[config.mk]
export PLATFORM = sky130hd
export DESIGN_NAME = pbah_master
export DESIGN_NICKNAME = d
export VERILOG_FILES = /design/src/pbah_pkg.sv /design/src/pbah_master.sv /design/src/pbah_sync.sv
export SDC_FILE = /design/constraint.sdc
export NUM_CORES = 1
export LEC_CHECK = 0
export BUFFER_PORTS_ARGS = -buffer_cell sky130_fd_sc_hd__buf_2
export CELL_PAD_IN_SITES_DETAIL_PLACEMENT = 0
export CELL_PAD_IN_SITES_GLOBAL_PLACEMENT = 1
export CORE_ASPECT_RATIO = 1.4
export CORE_UTILIZATION = 45
export CTS_BUF_LIST = sky130_fd_sc_hd__clkbuf_4 sky130_fd_sc_hd__clkbuf_8
export DETAILED_ROUTE_END_ITERATION = 7
export PLACE_DENSITY_LB_ADDON = 0.1
export SLEW_MARGIN = 25
export SYNTH_ARGS = -nofsm -noshare
export SYNTH_HDL_FRONTEND = slang
export SYNTH_SLANG_ARGS = --single-unit
[constraint.sdc]
create_clock -name mclk_i -period 5.7 [get_ports mclk_i]
set_input_delay 1.14 -clock mclk_i [delete_from_list [all_inputs] [get_ports mclk_i]]
set_output_delay 1.14 -clock mclk_i [all_outputs]
set_load 0.05 [all_outputs]
[src/pbah_pkg.sv]
// Summary of operation
// Adaptor grants a pending, enabled level or dma request on its grant line.
// First requester on the chain captures grant, raises select_ack, blocks grant, drops request.
// Adaptor withdraws the grant as soon as it sees select_ack.
// Unclaimed grant at chain end is ORed back as select_ack.
// Selected unit holds select_ack until the old master drops bus_in_use.
// After bus_in_use falls, selected unit asserts bus_in_use, then drops select_ack.
// Arbiter keeps sampling and may grant during a transfer or interrupt.
// The master holds bus_in_use for as long as it uses the data lines.
// Master drives address and cycle type; data only on word or byte writes.
// Master asserts master_strobe after settling; strobe falls before address or type change.
// On writes the slave replies only after decoding and latching the data.
// On reads the slave replies only after driving the fetched data.
// On reads the master waits a deskew time, strobes data, drops master_strobe.
// Master waits a hold delay after strobe falls before removing address and type.
// After master_strobe falls the slave removes read data and drops slave_reply.
// A locked read is always followed by a write to the same location.
// When interrupts are serviced the adaptor accepts requests and passes the vector on.
// When interrupts are not serviced the adaptor ignores peripheral requests.
// Bus clear holds during supply fault and for 10 ms after it ends.
// Line power warning starts the power-fail trap; peripherals may wind down on it.
// The adaptor answers a dma request with the dma grant line.
// Cycle type code: 00 word read, 01 locked read, 10 word write, 11 byte write.
// Arbiter ranks dma highest, then levels seven down to four.
// The adaptor never asserts more than one level grant line at once.
// Asynchronous handshake inputs are synchronised before being acted on.
package pbah_pkg;

    localparam int ADDR_W = 18;
    localparam int DATA_W = 16;

    localparam logic [1:0] CYC_WORD_READ   = 2'h0;
    localparam logic [1:0] CYC_LOCKED_READ = 2'h1;
    localparam logic [1:0] CYC_WORD_WRITE  = 2'h2;
    localparam logic [1:0] CYC_BYTE_WRITE  = 2'h3;

    localparam int CLK_PERIOD_NS = 100;
    localparam int SETTLE_NS     = 150;
    localparam int DESKEW_NS     = 75;
    localparam int ADDR_HOLD_NS  = 100;

    function automatic int ns_to_cyc_up(input int ns);
        int c;
        c = (ns + CLK_PERIOD_NS - 1) / CLK_PERIOD_NS;
        return (c < 1) ? 1 : c;
    endfunction : ns_to_cyc_up

    localparam int SETTLE_CYC    = ns_to_cyc_up(SETTLE_NS);
    localparam int DESKEW_CYC    = ns_to_cyc_up(DESKEW_NS);
    localparam int ADDR_HOLD_CYC = ns_to_cyc_up(ADDR_HOLD_NS);

    localparam int CNT_W = 4;

    localparam int SYNC_W = 6;

    typedef struct packed {
        logic [ADDR_W-1:0] addr;
        logic [1:0]        cyc;
        logic [DATA_W-1:0] wdata;
    } pbah_cmd_s;

    typedef struct packed {
        logic              err;
        logic [DATA_W-1:0] rdata;
    } pbah_rsp_s;

    typedef enum logic [2:0] {
        ST_IDLE    = 3'h0,
        ST_REQ     = 3'h1,
        ST_ACK     = 3'h2,
        ST_TAKE    = 3'h3,
        ST_SETUP   = 3'h4,
        ST_WAITR   = 3'h5,
        ST_DESKEW  = 3'h6,
        ST_RELEASE = 3'h7
    } pbah_state_e;

endpackage : pbah_pkg

[src/pbah_master.sv]
`timescale 1ns/1ps
`default_nettype none
module pbah_master
    import pbah_pkg::*;
(
    input  wire logic              mclk_i,
    input  wire logic              rst_i,
    input  wire logic              cmd_valid_i,
    input  wire pbah_cmd_s         cmd_i,
    output logic                   cmd_ready_o,
    output logic                   rsp_valid_o,
    output pbah_rsp_s              rsp_o,
    output logic                   request_o,
    input  wire logic              grant_i,
    output logic                   grant_pass_o,
    input  wire logic              select_ack_i,
    output logic                   select_ack_o,
    output logic                   select_ack_oe_o,
    input  wire logic              bus_in_use_i,
    output logic                   bus_in_use_o,
    output logic                   bus_in_use_oe_o,
    output logic                   master_strobe_o,
    output logic                   master_strobe_oe_o,
    input  wire logic              slave_reply_i,
    output logic      [ADDR_W-1:0] addr_o,
    output logic                   addr_oe_o,
    output logic      [1:0]        cyc_o,
    input  wire logic [DATA_W-1:0] data_i,
    output logic      [DATA_W-1:0] data_o,
    output logic                   data_oe_o,
    input  wire logic              bus_clear_i,
    input  wire logic              line_power_warning_i
);
    logic [SYNC_W-1:0] sync_s;
    pbah_state_e       state_q;
    logic [CNT_W-1:0]  cnt_q;
    logic              lock_q;
    logic [ADDR_W-1:0] lock_addr_q;

    pbah_sync #(.W(SYNC_W)) u_sync (
        .mclk_i  (mclk_i),
        .rst_i   (rst_i),
        .async_i ({grant_i, select_ack_i, bus_in_use_i, slave_reply_i,
                   bus_clear_i, line_power_warning_i}),
        .sync_o  (sync_s)
    );

    wire grant_s   = sync_s[5];
    wire busy_s    = sync_s[3];
    wire reply_s   = sync_s[2];
    wire clear_s   = sync_s[1];
    wire warn_s    = sync_s[0];
    wire take_cmd  = cmd_valid_i && cmd_ready_o;
    wire is_write  = cmd_i.cyc[1];
    wire lock_ok   = is_write && (cmd_i.addr == lock_addr_q);
    wire cnt_zero  = (cnt_q == '0);
    wire rd_cyc    = !cyc_o[1];

    assign master_strobe_oe_o = bus_in_use_oe_o;
    assign select_ack_o       = select_ack_oe_o;
    assign bus_in_use_o       = bus_in_use_oe_o;

    always_ff @(posedge mclk_i or posedge rst_i) begin
        if (rst_i) begin
            state_q         <= ST_IDLE;
            cnt_q           <= '0;
            lock_q          <= 1'b0;
            lock_addr_q     <= '0;
            cmd_ready_o     <= 1'b0;
            rsp_valid_o     <= 1'b0;
            rsp_o           <= '0;
            request_o       <= 1'b0;
            grant_pass_o    <= 1'b0;
            select_ack_oe_o <= 1'b0;
            bus_in_use_oe_o <= 1'b0;
            master_strobe_o <= 1'b0;
            addr_o          <= '0;
            addr_oe_o       <= 1'b0;
            cyc_o           <= CYC_WORD_READ;
            data_o          <= '0;
            data_oe_o       <= 1'b0;
        end else if (clear_s) begin
            state_q         <= ST_IDLE;
            lock_q          <= 1'b0;
            cmd_ready_o     <= 1'b0;
            rsp_valid_o     <= 1'b0;
            request_o       <= 1'b0;
            grant_pass_o    <= 1'b0;
            select_ack_oe_o <= 1'b0;
            bus_in_use_oe_o <= 1'b0;
            master_strobe_o <= 1'b0;
            addr_oe_o       <= 1'b0;
            data_oe_o       <= 1'b0;
        end else begin
            rsp_valid_o  <= 1'b0;
            // grant passes on unless we are requesting or holding select_ack
            grant_pass_o <= grant_s && !request_o && !select_ack_oe_o;
            if (cnt_q != '0) begin
                cnt_q <= cnt_q - 1'b1;
            end
            case (state_q)
                ST_IDLE: begin
                    cmd_ready_o <= 1'b1;
                    if (take_cmd && lock_q) begin
                        // locked read pending: only a write to the same address
                        if (lock_ok) begin
                            cmd_ready_o <= 1'b0;
                            addr_o    <= cmd_i.addr;
                            cyc_o     <= cmd_i.cyc;
                            data_o    <= cmd_i.wdata;
                            addr_oe_o <= 1'b1;
                            data_oe_o <= 1'b1;
                            cnt_q     <= CNT_W'(SETTLE_CYC);
                            state_q   <= ST_SETUP;
                        end else begin
                            rsp_valid_o <= 1'b1;
                            rsp_o       <= '{err: 1'b1, rdata: '0};
                        end
                    end else if (take_cmd) begin
                        addr_o      <= cmd_i.addr;
                        cyc_o       <= cmd_i.cyc;
                        data_o      <= cmd_i.wdata;
                        if (warn_s) begin
                            rsp_valid_o <= 1'b1;
                            rsp_o       <= '{err: 1'b1, rdata: '0};
                        end else begin
                            cmd_ready_o <= 1'b0;
                            request_o   <= 1'b1;
                            state_q     <= ST_REQ;
                        end
                    end
                end
                ST_REQ: begin
                    if (grant_s) begin
                        request_o       <= 1'b0;
                        select_ack_oe_o <= 1'b1;
                        state_q         <= ST_ACK;
                    end
                end
                ST_ACK: begin
                    if (!busy_s) begin
                        bus_in_use_oe_o <= 1'b1;
                        state_q         <= ST_TAKE;
                    end
                end
                ST_TAKE: begin
                    select_ack_oe_o <= 1'b0;
                    addr_oe_o       <= 1'b1;
                    data_oe_o       <= cyc_o[1];
                    cnt_q           <= CNT_W'(SETTLE_CYC);
                    state_q         <= ST_SETUP;
                end
                ST_SETUP: begin
                    if (cnt_zero) begin
                        master_strobe_o <= 1'b1;
                        state_q         <= ST_WAITR;
                    end
                end
                ST_WAITR: begin
                    if (reply_s && rd_cyc) begin
                        cnt_q   <= CNT_W'(DESKEW_CYC - 1);
                        state_q <= ST_DESKEW;
                    end else if (reply_s) begin
                        master_strobe_o <= 1'b0;
                        cnt_q           <= CNT_W'(ADDR_HOLD_CYC);
                        state_q         <= ST_RELEASE;
                    end
                end
                ST_DESKEW: begin
                    if (cnt_zero) begin
                        rsp_o           <= '{err: 1'b0, rdata: data_i};
                        master_strobe_o <= 1'b0;
                        cnt_q           <= CNT_W'(ADDR_HOLD_CYC);
                        state_q         <= ST_RELEASE;
                    end
                end
                ST_RELEASE: begin
                    if (cnt_zero && !reply_s) begin
                        addr_oe_o   <= 1'b0;
                        data_oe_o   <= 1'b0;
                        rsp_valid_o <= 1'b1;
                        if (!rd_cyc) begin
                            rsp_o <= '{err: 1'b0, rdata: '0};
                        end
                        lock_q      <= (cyc_o == CYC_LOCKED_READ);
                        lock_addr_q <= addr_o;
                        // keep the bus through the locked pair
                        bus_in_use_oe_o <= (cyc_o == CYC_LOCKED_READ);
                        cmd_ready_o     <= 1'b1;
                        state_q         <= ST_IDLE;
                    end
                end
                default: begin
                    state_q <= ST_IDLE;
                end
            endcase
        end
    end
endmodule : pbah_master
`default_nettype wire

[src/pbah_sync.sv]
`timescale 1ns/1ps
`default_nettype none
module pbah_sync #(
    parameter int W = 1
) (
    input  wire logic         mclk_i,
    input  wire logic         rst_i,
    input  wire logic [W-1:0] async_i,
    output logic      [W-1:0] sync_o
);
    logic [W-1:0] meta_q;

    always_ff @(posedge mclk_i or posedge rst_i) begin
        if (rst_i) begin
            meta_q <= '0;
            sync_o <= '0;
        end else begin
            meta_q <= async_i;
            sync_o <= meta_q;
        end
    end
endmodule : pbah_sync
`default_nettype wire

==> metrics.md, run 1 <==
| Metric | Value |
|---|---|
| Clock sink total | `98` |
| Fin crit period | `2960 ps` |
| Design Power | `2.54 mW` |
| Nature of the critical path endpoint | `register` |
| Hold slack | `356 ps` |
| Mapped cell area | `0.00430 mm²` |
| Final slew viol count | `0` |
| GR Util All Layers | `0.200` |
| Post-synthesis cell type with the largest combined area | `dfrtp_1` |
| PD cells | `488 mW/mm²` |
| Vias in the first global route | `3,196` |
| CTS tree | `built` |
| Warnings, synthesis | `0` |
| First DRT Iteration DRCs | `176` |
| Met2 Use GR | `0.341` |
| Finished Cell Area | `0.00520 mm²` |
| Worst Hold Launch | `u_sync.meta_q[1]` |
| Antenna violations before repair | `0` |
| Seq/Total Area, Yosys | `0.570` |
| Internal | `1.38 mW` |
| CP Buf/Inv Count | `2` |
| Finished Core Util | `0.569` |
| Skew-Pair Late Insertion Delay | `360 ps` |
| Static Leakage | `2.53 nW` |
| Grt ovf | `0` |
| Ys async rst share | `1.00` |
| Final worst setup slack | `2740 ps` |
| Die X-Extent | `84.6 µm` |
| IO Port Bufs | `124` |
| H-Tree Depth | `3` |
| Clock Tree Buf Depth | `2` |
| Status | `complete, but fails checks` |
| Gate Count Post-Synth | `340` |
| Area contributors post-synth | `dfrtp_1, mux2_1, mux2_2, xnor2_1, a22o_1` |
| WHS Path Cells | `0` |
| Critical path origin | `cmd_i[24]` |
| Mean area per synthesized cell | `12.6 µm²` |
| Wire length per cell | `16.0 µm` |
| Final Skew | `8.63 ps` |
| Slew @ Worst Pin | `781 ps` |
| Maximum number of pins on one net before global-route repair | `64` |
| Non-filler cells, final | `574` |
| Grt met3 use | `0.0442` |
| Postcts setup bufs | `0` |
| Critical path's largest stage delay | `460 ps` |
| Peak supply drop | `0.308 mV` |
| Final nets | `525` |
| Synth Register Bits | `98` |
| WP data required | `5940 ps` |
| Worst EP arrival | `3200 ps` |
| CTS Buf Count | `9` |
| Setup TNS | `0 ps` |
| Critical path type | `input pin to register` |
| Switch Pwr | `1.15 mW` |
| Clock-pin slew of the registers on the worst-case setup and hold paths | `80 ps` |
| Final Setup Violations | `0` |
| Maxcap violations | `0` |
| CP cell instances | `buf_2 > xnor2_1 > nand4_1 > nor3_2 > nand2_2 > a211oi_4 > buf_4 > mux2_2` |
| Vias per cell | `5.38` |
| Worst Path Max Fanout | `36` |
| # hold bufs at CTS | `0` |
| Post-Place Worst Slack | `2310 ps` |
| Sequential share of power | `0.396` |
| # diodes | `0` |
| Vias | `3,088` |
| Cts repair resizes | `0` |
| Fmax | `338 MHz` |
| Final GP Congestion | `0.822` |
| RSZ-0062 raised after global routing | `no` |
| Worst setup SP type | `input pin` |
| RR Startpoint | `state_q[2]` |
| DRC Markers | `6` |
| Gate power share | `0.420` |
| Share of cells above drive strength 1 | `0.388` |
| Die ar. | `0.00996 mm²` |
| Ratio of final minimum period to clock period | `0.519` |
| Max stage delay cell, worst path | `buf_4` |
| GR Util met1 | `0.246` |
| # fillers | `820` |
| Count leader, synth | `dfrtp_1` |
| Main synth FF type | `dfrtp_1` |
| DP Wirelength | `6560 µm` |
| Switch share | `0.455` |
| FF-to-FF path depth | `5` |
| Busiest grt layer | `met2` |
| Final antenna-violating net count | `0` |
| Library cells used by synthesis | `54` |
| Clk pwr share | `0.184` |
| Mapped Nets | `403` |
| Initial Util | `0.471` |
| Crit path max-delay family | `simple AND/OR/NAND/NOR gates` |
| Worst min-delay path class | `register to register` |
| Post-Route WL | `9170 µm` |
| DRT Pass-1 Iters | `8` |
| Top-area cell type share of the netlist area | `0.570` |
| Die height | `118 µm` |
| Failing checks | `design-rule violations` |
| Placed cell areas | `0.00499 mm²` |
| CTS root buf | `clkbuf_8` |
| Cell Rows | `41` |
| Most frequent cells after synthesis | `dfrtp_1, mux2_1, mux2_2` |
| Worst slew margin | `0.479` |
| Area added between synthesis and finish | `20.9%` |
| First-pass GRT wire length | `15,700 µm` |
| Inst Count DP | `558` |
| Core area | `0.00913 mm²` |
| WP depth | `8` |
| Fin. Hold Viols | `0` |
| I/O pins | `126` |
| Post-synth EDFFs | `0` |
final cells by class:
cell class | instances | area [µm²] | share of cell area
inverter | 9 | 36.3 | 0.00698
clock buffer | 12 | 159 | 0.0306
clock inverter | 4 | 48.8 | 0.00939
multi-input combinational | 215 | 1710 | 0.329
timing repair buffer | 129 | 658 | 0.127
sequential | 98 | 2450 | 0.472
tap | 107 | 134 | 0.0258
worst register-to-register path: stages, from the launching register on:
cell and delay (ps):
dfrtp_1 680, nor3_2 630, nand3_2 230, a211oi_4 240
buf_4 460, mux2_2 420
sequential cells by signal (all words and copies together), names as in the netlist:
name	flops
cmd_ready_o	1
cyc_o	2
master_strobe_o	1
data_o	16
request_o	1
data_oe_o	1
state_q	3
lock_q	1
u_sync.meta_q	5
bus_in_use_o	1
lock_addr_q	18
grant_pass_o	1
u_sync.sync_o	5
select_ack_o	1
rsp_o	17
rsp_valid_o	1
cnt_q	4
addr_oe_o	1
addr_o	18
per-layer routing:
layer,part of all wire,wire length (µm)
met3,0.046,425
met2,0.51,4700
met1,0.42,3860
met4,0.020,181
met5,0,0
cells by family after synthesis:
family / Yosys count / share of synthesized area
DFF: 98 / 0.570
and+or+nand+nor: 72 / 0.0946
AOI/OAI and AO/OA: 66 / 0.111
muxes: 57 / 0.149
buffers and inverters: 27 / 0.0329
xor gates and xnor gates: 18 / 0.0367
adders and majority gates: 2 / 0.00582
worst paths after layout:
check	endpoint	slack [ps]
worst max-delay path	addr_o[14]	2740
min in group asynchronous	data_o[2]	910
worst max register to register	addr_o[14]	2930
max in group asynchronous	request_o	3830
worst min register to register	u_sync.sync_o[1]	360
worst min-delay path	u_sync.sync_o[1]	360
power groups by stage:
| stage | Sequential (mW) | Combinational (mW) | Clock, mW |
|---|---|---|---|
| global route | 1.03 | 1.14 | 0.502 |
| CTS | 1.01 | 1.08 | 0.481 |
| finish | 1.01 | 1.07 | 0.467 |
| floorplan | 1.48 | 0.358 | 0 |
| detailed placement | 1.02 | 1.08 | 0 |
| global placement | 1.01 | 1.07 | 0 |
layout by cell type, fill, tap and decap left out, types with 2 or more instances in the layout:
cell type  instances
a211oi_1           5
nand4_1            5
inv_1              8
nor3b_1            2
nand2_2            2
xnor2_1           18
clkbuf_8          11
o21ai_0            8
nor2_1            13
dfrtp_1           98
nand2b_1           2
clkinv_2           2
o21a_1             3
mux2_1            30
ha_1               2
a22o_1            17
nor3_2             3
nand2_1           15
nor3_1            11
mux2i_1            2
a31oi_1            3
o22ai_1            2
nand3_1            7
buf_4              5
buf_2            124
a21oi_1           14
mux2_2            25
No activity file was read; power rests on OpenSTA's default activity.
==> run 2: changes to the inputs <==
- CORE_UTILIZATION: 45 -> 38
- clock period: 5.7 -> 2.5 ns (I/O delays scaled with it)
==> run 2 against run 1 <==
Routed wire length grew 7.4%; sequential share of layout area shrank 1.2 points; clock skew shrank 1.7 ps; highest routed layer unchanged; sequential power grew 120%; total power grew 130%; the flow now finishes without violations; setup slack lost 2500 ps; combinational power grew 140%; flip-flop and latch count is the same.
==> metrics.md, run 2 (synthesis gave the netlist of run 1 again) <==
| Metric | Value |
|---|---|
| Vias in the first global route | `3,187` |
| Status | `completed` |
| Critical path type | `register to register` |
| Placed cell areas | `0.00513 mm²` |
| Clock-pin slew of the registers on the worst-case setup and hold paths | `90 ps` |
| Clock Tree Buf Depth | `2` |
| GR Util met1 | `0.205` |
| H-Tree Depth | `3` |
| FF-to-FF path depth | `8` |
| Maximum number of pins on one net before global-route repair | `99` |
| GR Util All Layers | `0.175` |
| IO Port Bufs | `124` |
| Peak supply drop | `0.614 mV` |
| Met2 Use GR | `0.318` |
| Grt ovf | `0` |
| First DRT Iteration DRCs | `103` |
| # hold bufs at CTS | `0` |
| Busiest grt layer | `met2` |
| Final nets | `533` |
| Ratio of final minimum period to clock period | `0.912` |
| Slew @ Worst Pin | `769 ps` |
| Commonest non-fill, non-tap cell in the layout | `buf_2` |
| Initial Util | `0.394` |
| DP Wirelength | `7080 µm` |
| Final Skew | `6.96 ps` |
| Final antenna-violating net count | `0` |
| CTS root buf | `clkbuf_8` |
| Post-Route WL | `9850 µm` |
| Antenna violations before repair | `0` |
| Worst setup SP type | `register` |
| Fmax | `438 MHz` |
| Top Registers | `addr_o: 18 flops, lock_addr_q: 18 flops, rsp_o: 17 flops` |
| PD cells | `1090 mW/mm²` |
| Die height | `128 µm` |
| Maxcap violations | `0` |
| Max stage delay cell, worst path | `dfrtp_1` |
| Clock sink total | `98` |
| Wire length per cell | `16.0 µm` |
| Finished Cell Area | `0.00534 mm²` |
| Fin. Hold Viols | `0` |
| Static Leakage | `2.58 nW` |
| Skew-Pair Late Insertion Delay | `350 ps` |
| Setup TNS | `0 ps` |
| Die ar. | `0.0118 mm²` |
| RSZ-0062 raised after global routing | `no` |
| Design Power | `5.83 mW` |
| Area added between synthesis and finish | `24.1%` |
| Crit path max-delay family | `simple AND/OR/NAND/NOR gates` |
| Vias | `3,140` |
| Worst Path Max Fanout | `8` |
| Most frequent cells in the layout | `buf_2, dfrtp_1, mux2_1, mux2_2, xnor2_1` |
| Final GP Congestion | `0.763` |
| CTS Buf Count | `9` |
| CP Buf/Inv Count | `1` |
| Nature of the critical path endpoint | `register` |
| DRT Pass-1 Iters | `4` |
| Cell Rows | `45` |
| Die X-Extent | `91.9 µm` |
| Worst min-delay path class | `input pin to register` |
| Share of cells above drive strength 1 | `0.399` |
| Core area | `0.0109 mm²` |
| CP cell instances | `inv_1 > ha_1 > nor3b_4 > nand2_2 > a31oi_2 > nor3_1 > nor2_1 > mux2_2` |
| Final slew viol count | `0` |
| Vias per cell | `5.11` |
| Worst EP arrival | `2510 ps` |
| WP depth | `8` |
| # diodes | `0` |
| DRC Markers | `0` |
| Fin crit period | `2280 ps` |
| Final Setup Violations | `0` |
| I/O pins | `126` |
| Grt met3 use | `0.0374` |
| WHS Path Cells | `1` |
| Worst slew margin | `0.488` |
| Postcts setup bufs | `0` |
| CTS tree | `built` |
| Critical path's largest stage delay | `420 ps` |
| Hold slack | `249 ps` |
| WP data required | `2730 ps` |
| First-pass GRT wire length | `15,900 µm` |
-- run 2: power breakdown --
part | leakage [nW] | internal [mW] | switching (mW)
clock | 0.0992 | 0.498 | 0.526
combinational | 1.22 | 0.709 | 1.86
sequential | 1.26 | 1.96 | 0.280
-- run 2: per-layer routing --
metal	vias to the layer above	routed length [µm]
li1	1485	-
met1	1580	3950
met2	70	5360
met3	5	433
met4	0	107
met5	-	0
-- run 2: final timing paths --
kind,startpoint,endpoint,slack (ps)
worst max-delay path,cnt_q[1],state_q[0],220
worst min-delay path,grant_i,u_sync.meta_q[5],250
worst max register to register,cnt_q[1],state_q[0],220
worst min register to register,u_sync.meta_q[1],u_sync.sync_o[1],350
max in group asynchronous,rst_i,rsp_o[4],1800
min in group asynchronous,rst_i,u_sync.sync_o[5],270
-- run 2: repair_timing --
item,in CTS,in global routing
hold endpoints to repair,0,0
gates resized for setup,0,2
setup endpoints to repair,0,1
-- run 2: area by class of cell --
type | count | area, µm²
fill | 1057 | 5590
sequential | 98 | 2450
multi-input combinational | 215 | 1720
timing repair buffer | 137 | 756
tap | 141 | 176
clock buffer | 11 | 145
clock inverter | 4 | 51.3
inverter | 9 | 37.5
-- run 2: through the flow --
stage | setup WS, ps | cells | util
5_1_grt | 1.77 | 615 | 0.489
3_3_place_gp | 115 | 600 | 0.470
4_1_cts | 206 | 615 | 0.488
6_report | 219 | 615 | 0.489
2_1_floorplan | 239 | 340 | -
3_5_place_dp | 95.6 | 600 | 0.470
==> run 3: changes to the inputs <==
- BUFFER_PORTS_ARGS: -buffer_cell sky130_fd_sc_hd__buf_2 -> not set
- CORE_UTILIZATION: 38 -> 46
- DONT_BUFFER_PORTS: not set -> 1
- SLEW_MARGIN: 25 -> 20
==> run 3 against run 2 <==
Routed wire length shrank 8.5%; cell count shrank 25%; critical path depth is the same; clock power is essentially flat; via count shrank 13%; design area shrank 12%; non-clock buffer count shrank 120; global-route usage grew 1.4 points; total power shrank 5.4%; utilization grew 3.4 points; sequential share of layout area grew 6.0 points; critical path type unchanged; critical endpoint unchanged; largest cell class unchanged; highest routed layer unchanged.
==> metrics.md, run 3 (synthesis gave the netlist of run 1 again) <==
| Metric | Value |
|---|---|
| Vias in the first global route | `2,726` |
| Maxcap violations | `0` |
| Area added between synthesis and finish | `9.78%` |
| Commonest non-fill, non-tap cell in the layout | `dfrtp_1` |
| Reg-to-reg setup timing slack | `230 ps` |
| Final nets | `413` |
| First-pass GRT wire length | `14,200 µm` |
| CTS root buf | `clkbuf_8` |
| # fillers | `798` |
| Wire length per cell | `19.5 µm` |
| Top Registers | `addr_o: 18 flops, lock_addr_q: 18 flops, rsp_o: 17 flops` |
| Share of cells above drive strength 1 | `0.189` |
| Most frequent cells in the layout | `dfrtp_1, mux2_1, mux2_2, xnor2_1, a22o_1` |
| CTS tree | `built` |
| Vias per cell | `5.92` |
| Critical path type | `register to register` |
| Post-Route WL | `9010 µm` |
| Final Setup Violations | `0` |
| First DRT Iteration DRCs | `149` |
| Core area | `0.00903 mm²` |
| Cell Rows | `41` |
| Slew @ Worst Pin | `929 ps` |
| Skew-Pair Late Insertion Delay | `360 ps` |
| Final GP Congestion | `0.757` |
| PD cells | `1170 mW/mm²` |
| H-Tree Depth | `3` |
| DRC Markers | `0` |
| Cts repair resizes | `0` |
| WP data required | `2750 ps` |
| Sequential share of power | `0.616` |
| Post-Place Worst Slack | `199 ps` |
| Status | `completed` |
| Finished Cell Area | `0.00472 mm²` |
| Placed cell areas | `0.00452 mm²` |
| Worst EP arrival | `2520 ps` |
| Design Power | `5.52 mW` |
| IO Port Bufs | `0` |
| Clock-pin slew of the registers on the worst-case setup and hold paths | `90 ps` |
| Grt ovf | `0` |
| Area of the multi-input gates | `0.00171 mm²` |
| DP Wirelength | `6430 µm` |
| DRT Pass-1 Iters | `4` |
| Worst setup endpoint | `state_q[0]` |
| Gate power share | `0.198` |
| Register area | `0.00245 mm²` |
| Antenna violations before repair | `0` |
| Maximum number of pins on one net before global-route repair | `39` |
| Switch Pwr | `2.58 mW` |
| # diodes | `0` |
| Worst Path Max Fanout | `7` |
| Fin crit period | `2270 ps` |
| Final slew viol count | `0` |
| RR Endpoint | `state_q[0]` |
| Peak supply drop | `0.938 mV` |
| Die ar. | `0.00974 mm²` |
| Internal | `2.94 mW` |
| Fin. Hold Viols | `0` |
| RSZ-0062 raised after global routing | `no` |
| FF-to-FF path depth | `8` |
| Switch share | `0.468` |
| CTS Buf Count | `9` |
| Final antenna-violating net count | `0` |
| Worst setup SP type | `register` |
| Static Leakage | `2.06 nW` |
| # hold bufs at CTS | `0` |
| Clock Tree Buf Depth | `2` |
| Setup TNS | `0 ps` |
| I/O pins | `126` |
| Worst min-delay path class | `input pin to async pin` |
| Clk pwr share | `0.187` |
| Die X-Extent | `83.7 µm` |
| Final Skew | `10.8 ps` |
| RR Startpoint | `cnt_q[0]` |
| Die height | `116 µm` |
| Nature of the critical path endpoint | `register` |
| Initial Util | `0.476` |
| Fmax | `441 MHz` |
| Ratio of final minimum period to clock period | `0.907` |
| GR Util All Layers | `0.189` |
| Vias | `2,730` |
| Critical path origin | `cnt_q[0]` |
| Worst slew margin | `0.381` |
| Postcts setup bufs | `0` |
| Final worst setup slack | `232 ps` |
| Clock sink total | `98` |
-- run 3: cell types whose count changed in the layout (fill, tap and decap cells not counted), sizes merged --
cell	before	now
clkinvlp	2	1
clkinv	1	2
buf	137	17
-- run 3: routing by layer --
metal  global-route usage  wire, µm
met3               0.0587       580
met5                    0         0
met2                0.328      4800
met4               0.0712       130
met1                0.219      3500
-- run 3: power by group through the flow --
stage,Combinational (mW),Sequential [mW],Clock (mW)
after global routing,1.21,3.46,1.12
final,1.09,3.40,1.03
after CTS,1.10,3.41,1.06
after global placement,1.07,3.43,0
after detailed placement,1.09,3.44,0
after floorplan,0.817,3.37,0
-- run 3: layout make-up --
| class | instances | share of cell area |
|---|---|---|
| multi-input cells | 215 | 0.362 |
| clock inverters | 4 | 0.0103 |
| flip-flops and latches | 98 | 0.519 |
| well taps | 107 | 0.0284 |
| inverters | 9 | 0.00795 |
| clock buffers | 11 | 0.0321 |
| repair buffers | 17 | 0.0403 |
-- run 3: worst min-delay path by stage --
stage,end,slack (ps),depth (start not counted)
3_5_place_dp,u_sync.sync_o[2],340,0
2_1_floorplan,u_sync.sync_o[0],330,0
5_1_grt,u_sync.meta_q[0],110,1
3_3_place_gp,u_sync.sync_o[5],330,0
4_1_cts,u_sync.meta_q[0],100,1
6_report,u_sync.meta_q[0],90,1
-- run 3: worst max-delay path, cell delays in order, from the launching register on --
cell and delay (ps):
dfrtp_1 430, inv_1 70, ha_1 190, nor3b_4 370, inv_1 160, a21oi_1 270
nor3_1 110, nor2_1 210, mux2_2 350
-- run 3: per-stage QoR --
step	util	hold WS, ps	std cells
after floorplan	-	331	340
after global placement	0.501	333	446
after detailed placement	0.501	341	446
after CTS	0.523	98.3	461
after global routing	0.523	112	461
final	0.523	88.9	461
